`config.mk`:
```
export PLATFORM = sky130hd
export DESIGN_NAME = prt_top
export DESIGN_NICKNAME = d
export VERILOG_FILES = /design/src/verilog/prt_pkg.sv /design/src/verilog/prt_tmr_if.sv /design/src/verilog/prt_tmr.sv /design/src/verilog/prt_top.sv
export SDC_FILE = /design/constraint.sdc
export NUM_CORES = 1
export LEC_CHECK = 0
export BUFFER_PORTS_ARGS = -buffer_cell sky130_fd_sc_hd__buf_2
export CAP_MARGIN = 20
export CORE_AREA = 2 2 173 209
export DETAILED_ROUTE_END_ITERATION = 7
export DIE_AREA = 0 0 175 211
export PLACE_DENSITY = 0.5
export SYNTH_ARGS = -nofsm -noshare
export SYNTH_HDL_FRONTEND = slang
export SYNTH_SLANG_ARGS = --single-unit
```
`constraint.sdc`:
```
create_clock -name pclk -period 2.35 [get_ports pclk]
set_clock_uncertainty 0.15 [all_clocks]
set_input_delay 0.47 -clock pclk [delete_from_list [all_inputs] [get_ports pclk]]
set_output_delay 0.47 -clock pclk [all_outputs]
set_load 0.005 [all_outputs]
```
`src/verilog/prt_pkg.sv`:
```
package prt_pkg;

	// ==================================================================
	// Register byte offsets
	localparam logic [7:0] ADDR_CTRL = 8'h00;
	localparam logic [7:0] ADDR_MRT  = 8'h04;
	localparam logic [7:0] ADDR_NRT  = 8'h08;
	localparam logic [7:0] ADDR_PPW  = 8'h0c;
	localparam logic [7:0] ADDR_GPT  = 8'h10;
	localparam logic [7:0] ADDR_WUT  = 8'h14;
	localparam logic [7:0] ADDR_CMD  = 8'h18;
	localparam logic [7:0] ADDR_STAT = 8'h1c;

	// ==================================================================
	// Control register fields
	localparam int CTRL_MODE_LSB = 0;
	localparam int CTRL_MRT_STEP = 4;
	localparam int CTRL_NRT_STEP = 5;
	localparam int CTRL_NRT_UNC  = 6;
	localparam int CTRL_NRT_PEER = 7;
	localparam int CTRL_SQ_EN    = 8;
	localparam int CTRL_GPT_LSB  = 9;
	localparam int CTRL_W        = 11;
	localparam logic [10:0] CTRL_RESET = 11'h000;

	// ==================================================================
	// Command bits, each a one-shot on write
	localparam int CMD_STOP_ALL  = 0;
	localparam int CMD_START_MRT = 1;
	localparam int CMD_START_NRT = 2;
	localparam int CMD_STOP_NRT  = 3;
	localparam int CMD_START_GPT = 4;
	localparam int CMD_START_WUT = 5;
	localparam int CMD_W         = 6;

	// ==================================================================
	// Status fields: flags write-one-to-clear, busy bits read only
	localparam int ST_NRT_FLAG = 0;
	localparam int ST_PPW_FLAG = 1;
	localparam int ST_GPT_FLAG = 2;
	localparam int ST_WUT_FLAG = 3;
	localparam int ST_BUSY_LSB = 8;

	// ==================================================================
	// Step sizes as prescaler bit counts
	localparam int STEP64_BITS   = 6;
	localparam int STEP512_BITS  = 9;
	localparam int STEP4096_BITS = 12;

	// ==================================================================
	// Operating modes
	typedef enum logic [2:0] {
		MODE_READER  = 3'b000,
		MODE_ACT_INI = 3'b001,
		MODE_ACT_TGT = 3'b010,
		MODE_PAS_TGT = 3'b011,
		MODE_BITRATE = 3'b100,
		MODE_LP_TGT  = 3'b101,
		MODE_WAKEUP  = 3'b110
	} prt_mode_t;

	// General timer triggers
	typedef enum logic [1:0] {
		GPT_NONE     = 2'b00,
		GPT_RX_START = 2'b01,
		GPT_RX_END   = 2'b10,
		GPT_FIELD    = 2'b11
	} prt_gpt_trig_t;

endpackage : prt_pkg

```
`src/verilog/prt_tmr_if.sv`:
```
`timescale 1ns/100ps
`default_nettype none
// Carrier between the control block and one countdown timer
interface prt_tmr_if #(parameter int W = 16);
	logic         start;
	logic         stop;
	logic         tick;
	logic [W-1:0] load;
	logic         busy;
	logic         done;
	modport ctl (output start, output stop, output tick, output load,
		input busy, input done);
	modport tmr (input start, input stop, input tick, input load,
		output busy, output done);
endinterface : prt_tmr_if
`default_nettype wire

```
`src/verilog/prt_tmr.sv`:
```
`timescale 1ns/100ps
`default_nettype none
module prt_tmr #(
	parameter int W = 16
) (
	// Clock and reset
	input  wire logic pclk,
	input  wire logic presetn,
	// Timer carrier
	prt_tmr_if.tmr    t
);

	// ==================================================================
	// Elaboration check
	if (W < 2 || W > 16) begin : g_bad_w
		$error("prt_tmr width out of range");
	end

	logic [W-1:0] cnt_q;
	logic         busy_q;
	logic         done_q;

	// Countdown; stop beats start so a halt is never undone
	always_ff @(posedge pclk or negedge presetn) begin
		if (!presetn) begin
			cnt_q  <= '0;
			busy_q <= 1'b0;
			done_q <= 1'b0;
		end else begin
			done_q <= 1'b0;
			if (t.stop) begin
				busy_q <= 1'b0;
			end else if (t.start) begin
				cnt_q  <= t.load;
				busy_q <= 1'b1;
			end else if (busy_q && t.tick) begin
				if (cnt_q <= W'(1)) begin
					busy_q <= 1'b0;
					done_q <= 1'b1;
				end else begin
					cnt_q <= cnt_q - W'(1);
				end
			end
		end
	end

	assign t.busy = busy_q;
	assign t.done = done_q;

endmodule : prt_tmr
`default_nettype wire

```
`src/verilog/prt_top.sv`:
```
// The placing of the registers and the APB interface to the registers were left to the implementer.
`timescale 1ns/100ps
`default_nettype none
module prt_top #(
	parameter int CNT_W = 16
) (
	// Clock and reset
	input  wire logic        pclk,
	input  wire logic        presetn,
	// APB slave
	input  wire logic        psel,
	input  wire logic        penable,
	input  wire logic        pwrite,
	input  wire logic [7:0]  paddr,
	input  wire logic [31:0] pwdata,
	output logic      [31:0] prdata,
	output logic             pready,
	output logic             pslverr,
	// Clocks and oscillator state
	input  wire logic        fc_tick,
	input  wire logic        rc_tick,
	input  wire logic        osc_ok,
	// Frame and field events, one-cycle pulses, and the reply-busy level
	input  wire logic        tx_end,
	input  wire logic        tx_field_off,
	input  wire logic        peer_field_on,
	input  wire logic        rx_sof,
	input  wire logic        rx_eof,
	input  wire logic        reply_busy,
	// Front end controls
	output logic             rx_enable,
	output logic             squelch_on,
	output logic             rc_osc_on,
	output logic             watch_rx,
	// Sticky expiry flags
	output logic             nrt_expired_flag,
	output logic             peer_field_wait_expired_flag,
	output logic             general_purpose_timer_flag,
	output logic             wakeup_timer_expired_flag
);

	// ==================================================================
	// Elaboration check
	if (CNT_W < 8 || CNT_W > 16) begin : g_bad_w
		$error("prt_top counter width out of range");
	end

	// True when the low n bits of the prescaler are all ones
	function automatic logic step_hit(input logic [11:0] p, input int n);
		logic [11:0] m;
		m = 12'((1 << n) - 1);
		return (p & m) == m;
	endfunction

	// ==================================================================
	// Registers and carriers
	logic [prt_pkg::CTRL_W-1:0] ctrl_q;
	logic [CNT_W-1:0]           mrt_cfg_q;
	logic [CNT_W-1:0]           nrt_cfg_q;
	logic [CNT_W-1:0]           ppw_cfg_q;
	logic [CNT_W-1:0]           gpt_cfg_q;
	logic [CNT_W-1:0]           wut_cfg_q;
	logic [prt_pkg::CMD_W-1:0]  cmd;
	logic [3:0]                 flag_q;
	logic [11:0]                pre_q;
	logic                       wr_en;
	logic                       setup;
	logic                       hit;

	prt_tmr_if #(.W(CNT_W)) mrt_if ();
	prt_tmr_if #(.W(CNT_W)) nrt_if ();
	prt_tmr_if #(.W(CNT_W)) ppw_if ();
	prt_tmr_if #(.W(CNT_W)) gpt_if ();
	prt_tmr_if #(.W(CNT_W)) wut_if ();

	prt_tmr #(.W(CNT_W)) u_mrt (.pclk(pclk), .presetn(presetn), .t(mrt_if));
	prt_tmr #(.W(CNT_W)) u_nrt (.pclk(pclk), .presetn(presetn), .t(nrt_if));
	prt_tmr #(.W(CNT_W)) u_ppw (.pclk(pclk), .presetn(presetn), .t(ppw_if));
	prt_tmr #(.W(CNT_W)) u_gpt (.pclk(pclk), .presetn(presetn), .t(gpt_if));
	prt_tmr #(.W(CNT_W)) u_wut (.pclk(pclk), .presetn(presetn), .t(wut_if));

	// ==================================================================
	// Decoded control fields
	prt_pkg::prt_mode_t     mode;
	prt_pkg::prt_gpt_trig_t gtrig;
	logic mrt_step;
	logic nrt_step;
	logic nrt_unc;
	logic nrt_peer;
	logic sq_en;
	logic p2p;
	logic active;

	assign mode     = prt_pkg::prt_mode_t'(ctrl_q[prt_pkg::CTRL_MODE_LSB +: 3]);
	assign gtrig    = prt_pkg::prt_gpt_trig_t'(ctrl_q[prt_pkg::CTRL_GPT_LSB +: 2]);
	assign mrt_step = ctrl_q[prt_pkg::CTRL_MRT_STEP];
	assign nrt_step = ctrl_q[prt_pkg::CTRL_NRT_STEP];
	assign nrt_unc  = ctrl_q[prt_pkg::CTRL_NRT_UNC];
	assign nrt_peer = ctrl_q[prt_pkg::CTRL_NRT_PEER];
	assign sq_en    = ctrl_q[prt_pkg::CTRL_SQ_EN];
	assign active   = (mode == prt_pkg::MODE_ACT_INI) || (mode == prt_pkg::MODE_ACT_TGT);
	assign p2p      = active || (mode == prt_pkg::MODE_PAS_TGT)
		|| (mode == prt_pkg::MODE_BITRATE) || (mode == prt_pkg::MODE_LP_TGT);

	// ==================================================================
	// APB slave: zero wait state, answer one cycle after setup
	assign setup = psel && !penable;
	assign wr_en = psel && penable && pwrite && pready;
	assign hit   = (paddr == prt_pkg::ADDR_CTRL) || (paddr == prt_pkg::ADDR_MRT)
		|| (paddr == prt_pkg::ADDR_NRT) || (paddr == prt_pkg::ADDR_PPW)
		|| (paddr == prt_pkg::ADDR_GPT) || (paddr == prt_pkg::ADDR_WUT)
		|| (paddr == prt_pkg::ADDR_CMD) || (paddr == prt_pkg::ADDR_STAT);

	// Ready and error come up in the access phase only
	always_ff @(posedge pclk or negedge presetn) begin
		if (!presetn) begin
			pready  <= 1'b0;
			pslverr <= 1'b0;
		end else begin
			pready  <= setup;
			pslverr <= setup && !hit;
		end
	end

	// Read data captured at setup; command reads as zero
	always_ff @(posedge pclk or negedge presetn) begin
		if (!presetn) begin
			prdata <= 32'h0000_0000;
		end else if (setup) begin
			if (paddr == prt_pkg::ADDR_CTRL) begin
				prdata <= 32'(ctrl_q);
			end else if (paddr == prt_pkg::ADDR_MRT) begin
				prdata <= 32'(mrt_cfg_q);
			end else if (paddr == prt_pkg::ADDR_NRT) begin
				prdata <= 32'(nrt_cfg_q);
			end else if (paddr == prt_pkg::ADDR_PPW) begin
				prdata <= 32'(ppw_cfg_q);
			end else if (paddr == prt_pkg::ADDR_GPT) begin
				prdata <= 32'(gpt_cfg_q);
			end else if (paddr == prt_pkg::ADDR_WUT) begin
				prdata <= 32'(wut_cfg_q);
			end else if (paddr == prt_pkg::ADDR_STAT) begin
				prdata <= 32'({wut_if.busy, gpt_if.busy, ppw_if.busy,
					nrt_if.busy, mrt_if.busy, 4'h0, flag_q});
			end else begin
				prdata <= 32'h0000_0000;
			end
		end
	end

	// Settings; not guarded while a timer runs, the host keeps off them
	always_ff @(posedge pclk or negedge presetn) begin
		if (!presetn) begin
			ctrl_q    <= prt_pkg::CTRL_RESET;
			mrt_cfg_q <= '0;
			nrt_cfg_q <= '0;
			ppw_cfg_q <= '0;
			gpt_cfg_q <= '0;
			wut_cfg_q <= '0;
		end else if (wr_en) begin
			if (paddr == prt_pkg::ADDR_CTRL) begin
				ctrl_q <= pwdata[prt_pkg::CTRL_W-1:0];
			end else if (paddr == prt_pkg::ADDR_MRT) begin
				mrt_cfg_q <= pwdata[CNT_W-1:0];
			end else if (paddr == prt_pkg::ADDR_NRT) begin
				nrt_cfg_q <= pwdata[CNT_W-1:0];
			end else if (paddr == prt_pkg::ADDR_PPW) begin
				ppw_cfg_q <= pwdata[CNT_W-1:0];
			end else if (paddr == prt_pkg::ADDR_GPT) begin
				gpt_cfg_q <= pwdata[CNT_W-1:0];
			end else if (paddr == prt_pkg::ADDR_WUT) begin
				wut_cfg_q <= pwdata[CNT_W-1:0];
			end
		end
	end

	// Direct commands act in the write cycle itself
	assign cmd = (wr_en && paddr == prt_pkg::ADDR_CMD)
		? pwdata[prt_pkg::CMD_W-1:0] : '0;

	// ==================================================================
	// Carrier prescaler, frozen while the crystal is down
	always_ff @(posedge pclk or negedge presetn) begin
		if (!presetn) begin
			pre_q <= 12'h000;
		end else if (fc_tick && osc_ok) begin
			pre_q <= pre_q + 12'h001;
		end
	end

	logic t64;
	logic t512;
	logic t4096;
	logic lp_rc;
	assign t64   = fc_tick && osc_ok && step_hit(pre_q, prt_pkg::STEP64_BITS);
	assign t512  = fc_tick && osc_ok && step_hit(pre_q, prt_pkg::STEP512_BITS);
	assign t4096 = fc_tick && osc_ok && step_hit(pre_q, prt_pkg::STEP4096_BITS);
	// RC fallback keeps the mask time close before the crystal settles
	assign lp_rc = (mode == prt_pkg::MODE_LP_TGT) && !osc_ok;

	// ==================================================================
	// Mask receive timer
	assign mrt_if.load  = mrt_cfg_q;
	assign mrt_if.tick  = lp_rc ? rc_tick : (mrt_step ? t512 : t64);
	assign mrt_if.stop  = cmd[prt_pkg::CMD_STOP_ALL];
	assign mrt_if.start = tx_end
		|| cmd[prt_pkg::CMD_START_MRT]
		|| (peer_field_on && (active || mode == prt_pkg::MODE_PAS_TGT));

	// ==================================================================
	// No-response timer
	logic nrt_auto;
	assign nrt_auto = (tx_end && mode != prt_pkg::MODE_PAS_TGT)
		|| (active && nrt_peer && peer_field_on)
		|| ((active || mode == prt_pkg::MODE_BITRATE) && !nrt_peer
			&& gtrig == prt_pkg::GPT_FIELD && gpt_if.done);
	assign nrt_if.load  = nrt_cfg_q;
	assign nrt_if.tick  = nrt_step ? t4096 : t64;
	assign nrt_if.start = nrt_auto || cmd[prt_pkg::CMD_START_NRT];
	assign nrt_if.stop  = cmd[prt_pkg::CMD_STOP_NRT]
		|| (cmd[prt_pkg::CMD_STOP_ALL] && !nrt_unc)
		|| (rx_sof && !nrt_unc && nrt_if.busy && !nrt_if.start);

	// ==================================================================
	// Peer field wait timer, idle in reader mode
	assign ppw_if.load  = ppw_cfg_q;
	assign ppw_if.tick  = t64;
	assign ppw_if.start = tx_field_off && p2p;
	assign ppw_if.stop  = cmd[prt_pkg::CMD_STOP_ALL] || peer_field_on;

	// ==================================================================
	// General purpose timer
	assign gpt_if.load  = gpt_cfg_q;
	assign gpt_if.tick  = t64;
	assign gpt_if.stop  = cmd[prt_pkg::CMD_STOP_ALL];
	assign gpt_if.start = cmd[prt_pkg::CMD_START_GPT]
		|| (gtrig == prt_pkg::GPT_RX_START && rx_sof)
		|| (gtrig == prt_pkg::GPT_RX_END && rx_eof)
		|| (gtrig == prt_pkg::GPT_FIELD && active && tx_field_off);

	// ==================================================================
	// Wake-up timer on the RC clock only
	logic wut_go;
	assign wut_go       = cmd[prt_pkg::CMD_START_WUT] && mode != prt_pkg::MODE_WAKEUP;
	assign wut_if.load  = wut_cfg_q;
	assign wut_if.tick  = rc_tick;
	assign wut_if.start = wut_go;
	assign wut_if.stop  = cmd[prt_pkg::CMD_STOP_ALL];

	// RC oscillator runs while the wake-up timer or low-power mask needs it
	always_ff @(posedge pclk or negedge presetn) begin
		if (!presetn) begin
			rc_osc_on <= 1'b0;
		end else if (wut_go || (lp_rc && (mrt_if.start || mrt_if.busy))) begin
			rc_osc_on <= 1'b1;
		end else if (!wut_if.busy && !(lp_rc && mrt_if.busy)) begin
			rc_osc_on <= 1'b0;
		end
	end

	// ==================================================================
	// Sticky flags; a new expiry beats a clear in the same cycle
	logic [3:0] flag_set;
	logic [3:0] flag_clr;
	assign flag_set = {wut_if.done, gpt_if.done, ppw_if.done, nrt_if.done};
	assign flag_clr = (wr_en && paddr == prt_pkg::ADDR_STAT) ? pwdata[3:0] : 4'h0;

	always_ff @(posedge pclk or negedge presetn) begin
		if (!presetn) begin
			flag_q <= 4'h0;
		end else begin
			flag_q <= (flag_q & ~flag_clr) | flag_set;
		end
	end

	// Flag outputs mirror the sticky flags one cycle later
	always_ff @(posedge pclk or negedge presetn) begin
		if (!presetn) begin
			nrt_expired_flag             <= 1'b0;
			peer_field_wait_expired_flag <= 1'b0;
			general_purpose_timer_flag   <= 1'b0;
			wakeup_timer_expired_flag    <= 1'b0;
		end else begin
			nrt_expired_flag             <= flag_q[prt_pkg::ST_NRT_FLAG];
			peer_field_wait_expired_flag <= flag_q[prt_pkg::ST_PPW_FLAG];
			general_purpose_timer_flag   <= flag_q[prt_pkg::ST_GPT_FLAG];
			wakeup_timer_expired_flag    <= flag_q[prt_pkg::ST_WUT_FLAG];
		end
	end

	// ==================================================================
	// Receiver gate: closed while masked, opened at mask expiry
	always_ff @(posedge pclk or negedge presetn) begin
		if (!presetn) begin
			rx_enable <= 1'b0;
		end else if (mrt_if.start || mrt_if.busy) begin
			rx_enable <= 1'b0;
		end else if (nrt_if.done && !(nrt_unc && reply_busy)) begin
			rx_enable <= 1'b0;
		end else if (mrt_if.done) begin
			rx_enable <= 1'b1;
		end
	end

	// Squelch follows the mask timer when enabled
	always_ff @(posedge pclk or negedge presetn) begin
		if (!presetn) begin
			squelch_on <= 1'b0;
		end else begin
			squelch_on <= sq_en && mrt_if.busy;
		end
	end

	// Low-power target: start-of-message watch opens after mask expiry
	always_ff @(posedge pclk or negedge presetn) begin
		if (!presetn) begin
			watch_rx <= 1'b0;
		end else if (mode != prt_pkg::MODE_LP_TGT || mrt_if.start) begin
			watch_rx <= 1'b0;
		end else if (mrt_if.done) begin
			watch_rx <= 1'b1;
		end
	end
endmodule : prt_top
`default_nettype wire

```
==> flow_metrics.tcl, run 1 <==
set metrics [dict create \
    status "finished, violations left" \
    violations "negative setup slack" \
    drive_above_1_share 0.352 \
    fill_cells 3357 \
    cp-start-kind "flop" \
    critPathKind "reg2reg" \
    p_per_area_nw_per_um2 583 \
    synth_area_um2 12100 \
    synth_cells 1266 \
    viasPerCell 5.52 \
    grt_max_degree 59 \
    io_buffer_count 63 \
    hold_class "in2reg" \
    dp.cells 1962 \
    r2r_end "u_mrt.cnt_q[7]" \
    synth-edff-count 0 \
    crit_chain "nand4_1, buf_6, nor3_4, buf_4, a221o_1, buf_12, or4_4, o32ai_2, a211oi_1" \
    gr-usage-all-layers 0.235 \
    setup_violations 5 \
    setup.worst_path.end "u_mrt.cnt_q[7]" \
    finalHoldViolations 0 \
    cp.depth 9 \
    maxSlewViolCount 0 \
    setup_ws_ps -59.7 \
    grt_pass1_vias 10900 \
    wl_per_cell_um 21.5 \
    clock-sinks 223 \
    clkLatencyLatePin_ps 550 \
    min_period_ps 2410 \
    reg2reg_setup_slack_ps -60 \
    fin_crit_sh 1.03 \
    ctsHtreeMaxLevel 1 \
    fmax_mhz 415 \
    drt_iter0_markers 767 \
    crit_family "compound AO/OA/AOI/OAI gates" \
    worstMarginPinSlew_ps 702 \
    p_leak_nw 7.57 \
    multi_input_area_um2 6530 \
    antenna_found_initial 0 \
    post-route-cell-area_um2 16300 \
    cts_tree "yes" \
    cts_made_buffers 26 \
    cts_buffer_depth 3 \
    setup.worst_path.end_class "flop" \
    rsz0062_at_grt "yes" \
    die_area_um2 36900 \
    synth_top_cell_by_area "dfrtp_1" \
    dr.pass1.iters 5 \
    dieHeight_um 211 \
    synth_seq_area_share 0.460 \
    placed_cell_area_um2 14700 \
    syn_to_final_growth_pct 34.5 \
    critical_path_buf_inv_count 3 \
    ant_nets 0 \
    power_mw 9.50 \
    routed-via-count 11200 \
    cts-root-buf "clkbuf_16" \
    nets 1621 \
    synth_top_area_frac 0.460 \
    ys.flop_type "dfrtp_1" \
    die_w_um 175 \
    async_flop_share 1.00 \
    cp_slowest_stage_delay_ps 470 \
    path_clk_slew_ps 70 \
    critPathArrivalTime_ps 2690 \
    required_ps 2630 \
    syn_avg_cell_area_um2 9.57 \
    synth.area.top_cells "dfrtp_1 (46%), mux2_2 (7.8%), a21oi_1 (4.7%)" \
    cp_max_fo 11 \
    drt_wl_total_mm 43.8 \
    setup.worst_path.start "pready" \
    start_util 0.348 \
    timing.rr.start "pready" \
    hold_depth 3 \
    rr_worst_depth 9 \
    final_cells 2035 \
    synth.distinct_cells 81 \
    regArea_um2 5580 \
    drc_errors 0 \
    ios 96 \
    core-area_um2 34800 \
    yosys_warnings 0 \
    maxCapViolations 0 \
    placementRows 75 \
    cp_slowest_cell "or4_4" \
    detailed_place_hpwl_mm 32.7 \
    grt_pass1_wl_mm 66.1 \
    antenna_cells 0 \
    grt.overflow.total 0 \
    place_congestion 0.941 \
    relSlewSlack 0.527 \
    synth_seq_cells 223 \
    peakVddDrop_v 0.000465 \
]
## cells in the mapped netlist, drive strengths merged (14+ instances only)
master / number
a21oi: 114
and3: 17
buf: 45
clkbuf: 42
dfrtp: 223
inv: 31
mux2: 84
mux2i: 20
nand2: 102
nand3: 36
nand4: 17
nor2: 96
nor2b: 14
nor3: 42
nor4: 23
o211ai: 16
o21ai: 79
o22ai: 39
or3: 15
## per-layer routing
layer / GRT usage / share of wire / up-vias / wire length, um
li1: - / - / 5288 / -
met4: 0.0819 / 0.035 / 0 / 1550
met2: 0.413 / 0.50 / 262 / 21900
met1: 0.299 / 0.43 / 5599 / 18700
met3: 0.0257 / 0.037 / 81 / 1640
met5: 0 / 0 / - / 0
## area by class of cell
cell class                      count  share of cell area
Multi-Input combinational cell    942               0.400
Inverter                           31             0.00714
Timing Repair Buffer              331               0.159
Tap cell                          462              0.0355
Clock buffer                       35              0.0457
Sequential cell                   223               0.342
Clock inverter                     11             0.00983
## tightest hold or removal path: cells and delay by family
family	cells	cell delay [ps]
buf+inv	1	110
compound gates	1	60
simple gates	1	70
## through the flow
step / utilization / TNS [ps] / setup slack, ps / hold slack [ps]
after floorplan: - / -2540 / -186 / 24.4
final: 0.468 / -117 / -59.7 / 56.9
after global routing: 0.468 / -1360 / -140 / 43.0
after global placement: 0.424 / -39900 / -498 / 265
after detailed placement: 0.424 / -40630 / -528 / 261
after CTS: 0.454 / -134 / -50.5 / 39.7
## timing repair
item                                    CTS  global route
hold endpoints to repair                 42             0
buffers inserted                          3            21
cloned                                    0             2
gates resized for setup                  25            65
pin swaps                                12            42
endpoints found under the setup margin   47            69
hold buffers                              1             0
## cells in the final DEF (no fill, tap or decap), drive strengths merged, types with 11 or more instances in the layout
master / count
nand2: 102
nand4: 17
mux2: 84
a2bb2oi: 13
or3: 15
o22ai: 39
or4: 12
dfrtp: 223
o21ai: 79
inv: 31
clkbuf: 35
and2: 12
a211oi: 11
nor2: 96
ha: 12
nor2b: 15
o211ai: 16
mux2i: 20
a31oi: 11
buf: 330
nand3: 36
a21oi: 114
conb: 16
nor3: 42
nor4: 23
and3: 17
## worst min path at each step
stage | start | endpoint | slack, ps
after floorplan | presetn | ctrl_q[0] | 20
after global placement | presetn | pre_q[11] | 270
after detailed placement | presetn | pre_q[10] | 260
after CTS | reply_busy | rx_enable | 40
after global routing | reply_busy | rx_enable | 40
final | reply_busy | rx_enable | 60
## report_power, final
group / internal [mW] / total (mW) / switching [mW]
combinational: 0.489 / 1.07 / 0.585
clock: 2.65 / 4.34 / 1.69
sequential: 3.97 / 4.09 / 0.120
total: 7.11 / 9.50 / 2.39
## sequential cells by signal, indices dropped and copies added (netlist names), 12 cells and up
register	cells
gpt_cfg_q	16
mrt_cfg_q	16
nrt_cfg_q	16
ppw_cfg_q	16
prdata	16
pre_q	12
u_gpt.cnt_q	16
u_mrt.cnt_q	16
u_nrt.cnt_q	16
u_ppw.cnt_q	16
u_wut.cnt_q	16
wut_cfg_q	16
## logic make-up after synthesis
group | Yosys count | share of synthesized area
simple gates | 430 | 0.185
compound gates | 367 | 0.193
flops | 223 | 0.460
buf+inv | 118 | 0.0461
mux | 104 | 0.0946
fa+ha+maj | 12 | 0.0124
xor+xnor | 11 | 0.00795
other cells | 1 | 0.000309
Note: power is estimated with default switching activity, not from simulation.
==> run 2, diff against run 1 <==
--- a/config.mk
+++ b/config.mk
@@ -10,7 +10,7 @@
 export CORE_AREA = 2 2 173 209
 export DETAILED_ROUTE_END_ITERATION = 7
 export DIE_AREA = 0 0 175 211
-export PLACE_DENSITY = 0.5
+export PLACE_DENSITY = 0.48
 export SYNTH_ARGS = -nofsm -noshare
 export SYNTH_HDL_FRONTEND = slang
 export SYNTH_SLANG_ARGS = --single-unit
==> constraint.sdc (replaced) <==
create_clock -name pclk -period 3 [get_ports pclk]
set_clock_uncertainty 0.15 [all_clocks]
set_input_delay 0.6 -clock pclk [delete_from_list [all_inputs] [get_ports pclk]]
set_output_delay 0.6 -clock pclk [all_outputs]
set_load 0.005 [all_outputs]
==> run 2 against run 1 <==
The run now ends clean. Sequential share of layout area is 4.7 points higher. Utilization shrank 5.7 points. Sequential cell count did not move. Worst hold slack better by 120 ps. Fmax shrank 15%. Largest cell class unchanged.
==> flow_metrics.tcl, run 2 (same netlist as run 1, synthesis figures left out) <==
set metrics [dict create \
    status "completed" \
    detailed_place_hpwl_mm 31.1 \
    grt_pass1_wl_mm 64.3 \
    p_leak_nw 6.55 \
    ios 96 \
    grt_max_degree 83 \
    worst_hold_slack_ps 178 \
    io_buffer_count 63 \
    required_ps 3280 \
    clkLatencyLatePin_ps 550 \
    die_w_um 175 \
    postLayoutCoreUtil 0.412 \
    drt_wl_total_mm 42.2 \
    finalHoldViolations 0 \
    dieHeight_um 211 \
    rsz0062_at_grt "no" \
    power_mw 7.19 \
    cts_made_buffers 27 \
    internal_power_mw 5.36 \
    power.switching_mw 1.82 \
    cp-start-kind "flop" \
    setup.worst_path.start "pre_q[0]" \
    maxCapViolations 0 \
    final_cell_mix "dfrtp_1 (223), a21oi_1 (114), nand2_1 (101)" \
    clock-sinks 223 \
    core-area_um2 34800 \
    cp_max_fo 11 \
    grt_pass1_vias 10200 \
    drc_errors 0 \
    start_util 0.348 \
    grt.overflow.total 0 \
    antenna_found_initial 0 \
    routed-via-count 10400 \
    critPathArrivalTime_ps 3120 \
    combinationalPowerShare 0.084 \
    cts.repair.resized 0 \
    placementRows 75 \
    fin_crit_sh 0.946 \
    fmax_mhz 352 \
    worstMarginPinSlew_ps 1040 \
    switching_share 0.254 \
    clkPwrFrac 0.468 \
    hold_class "in2reg" \
    cts_buffer_depth 3 \
    maxSlewViolCount 0 \
    timing.rr.start "pre_q[0]" \
    ctsHtreeMaxLevel 1 \
    syn_to_final_growth_pct 18.2 \
    ant_nets 0 \
    seqPwrFrac 0.448 \
    critPathKind "reg2reg" \
    viasPerCell 5.62 \
    fill_cells 3452 \
    path_clk_slew_ps 60 \
    gr-usage-all-layers 0.230 \
    place_congestion 0.916 \
    cts-root-buf "clkbuf_16" \
    drt_iter0_markers 729 \
    p_per_area_nw_per_um2 502 \
    mostFrequentLayoutCell "dfrtp_1" \
    min_period_ps 2840 \
    die_area_um2 36900 \
    wl_per_cell_um 22.8 \
    drive_above_1_share 0.217 \
    cts_tree "yes" \
    min-delay-start "reply_busy" \
    setup.worst_path.end_class "flop" \
    peakVddDrop_v 0.000366 \
    setup_violations 0 \
    nets 1437 \
    dr.pass1.iters 5 \
    relSlewSlack 0.306 \
]
==> run 2: changes by cell type in the layout (fill, tap and decap cells not counted), sizes merged <==
cell    change
nor2b       -1
nand2b      -1
bufinv      -1
clkbuf      +3
diode       +1
buf       -183
==> run 2: area by class of cell <==
| cell class | instances | area, um^2 | area share |
|---|---|---|---|
| Clock inverter | 10 | 130 | 0.00908 |
| Inverter | 31 | 116 | 0.00812 |
| Clock buffer | 38 | 767 | 0.0535 |
| Tap cell | 462 | 578 | 0.0403 |
| Sequential cell | 223 | 5580 | 0.390 |
| Antenna cell | 1 | 2.50 | 0.000175 |
| Timing Repair Buffer | 148 | 1090 | 0.0762 |
| Multi-Input combinational cell | 940 | 6060 | 0.423 |
==> run 2: metrics by stage <==
stage / instances / setup WS [ps] / area, um^2 / TNS (ps)
6_report: 1853 / 161 / 14300 / 0
5_1_grt: 1852 / 22.9 / 14300 / 0
4_1_cts: 1852 / 179 / 14300 / 0
3_5_place_dp: 1803 / -129 / 13400 / -1040
3_3_place_gp: 1803 / -107 / 13400 / -605
2_1_floorplan: 1281 / 320 / 12200 / 0
==> run 2: critical path, stage by stage (launching register included) <==
cell	delay, ps
dfrtp_1	390
ha_1	220
and4_1	500
nand3_1	130
a221o_1	380
nor2b_1	590
o21ai_0	200
o2bb2ai_1	160
==> run 2: worst paths after layout <==
kind,end,depth (start not counted),slack [ps]
max,u_ppw.cnt_q[6],7,160
min,rx_enable,3,180
max reg2reg,u_ppw.cnt_q[6],7,160
min reg2reg,flag_q[3],1,280
max in group asynchronous,u_gpt.cnt_q[10],3,1450
min in group asynchronous,pre_q[9],2,510
==> run 2: power by group through the flow <==
stage / sequential (mW) / combinational [mW] / clock, mW
2_1_floorplan: 3.25 / 0.330 / 0
3_3_place_gp: 3.27 / 0.603 / 0
3_5_place_dp: 3.27 / 0.607 / 0
4_1_cts: 3.22 / 0.612 / 3.45
5_1_grt: 3.23 / 0.677 / 3.54
6_report: 3.22 / 0.606 / 3.36
==> run 2: layer usage <==
layer  vias to the layer above  routed length [um]  GRT usage
met5                         -                   0          0
met4                         0                1700     0.0994
met3                        80                1640     0.0270
met2                       243               20400      0.384
met1                      5188               18500      0.302
li1                       4904                   -          -
==> run 2: repair_timing <==
action / 4_1_cts / 5_1_grt
buffers inserted: 0 / 0
endpoints found under the hold margin: 75 / 0
endpoints found under the setup margin: 0 / 0
hold buffers: 1 / 0
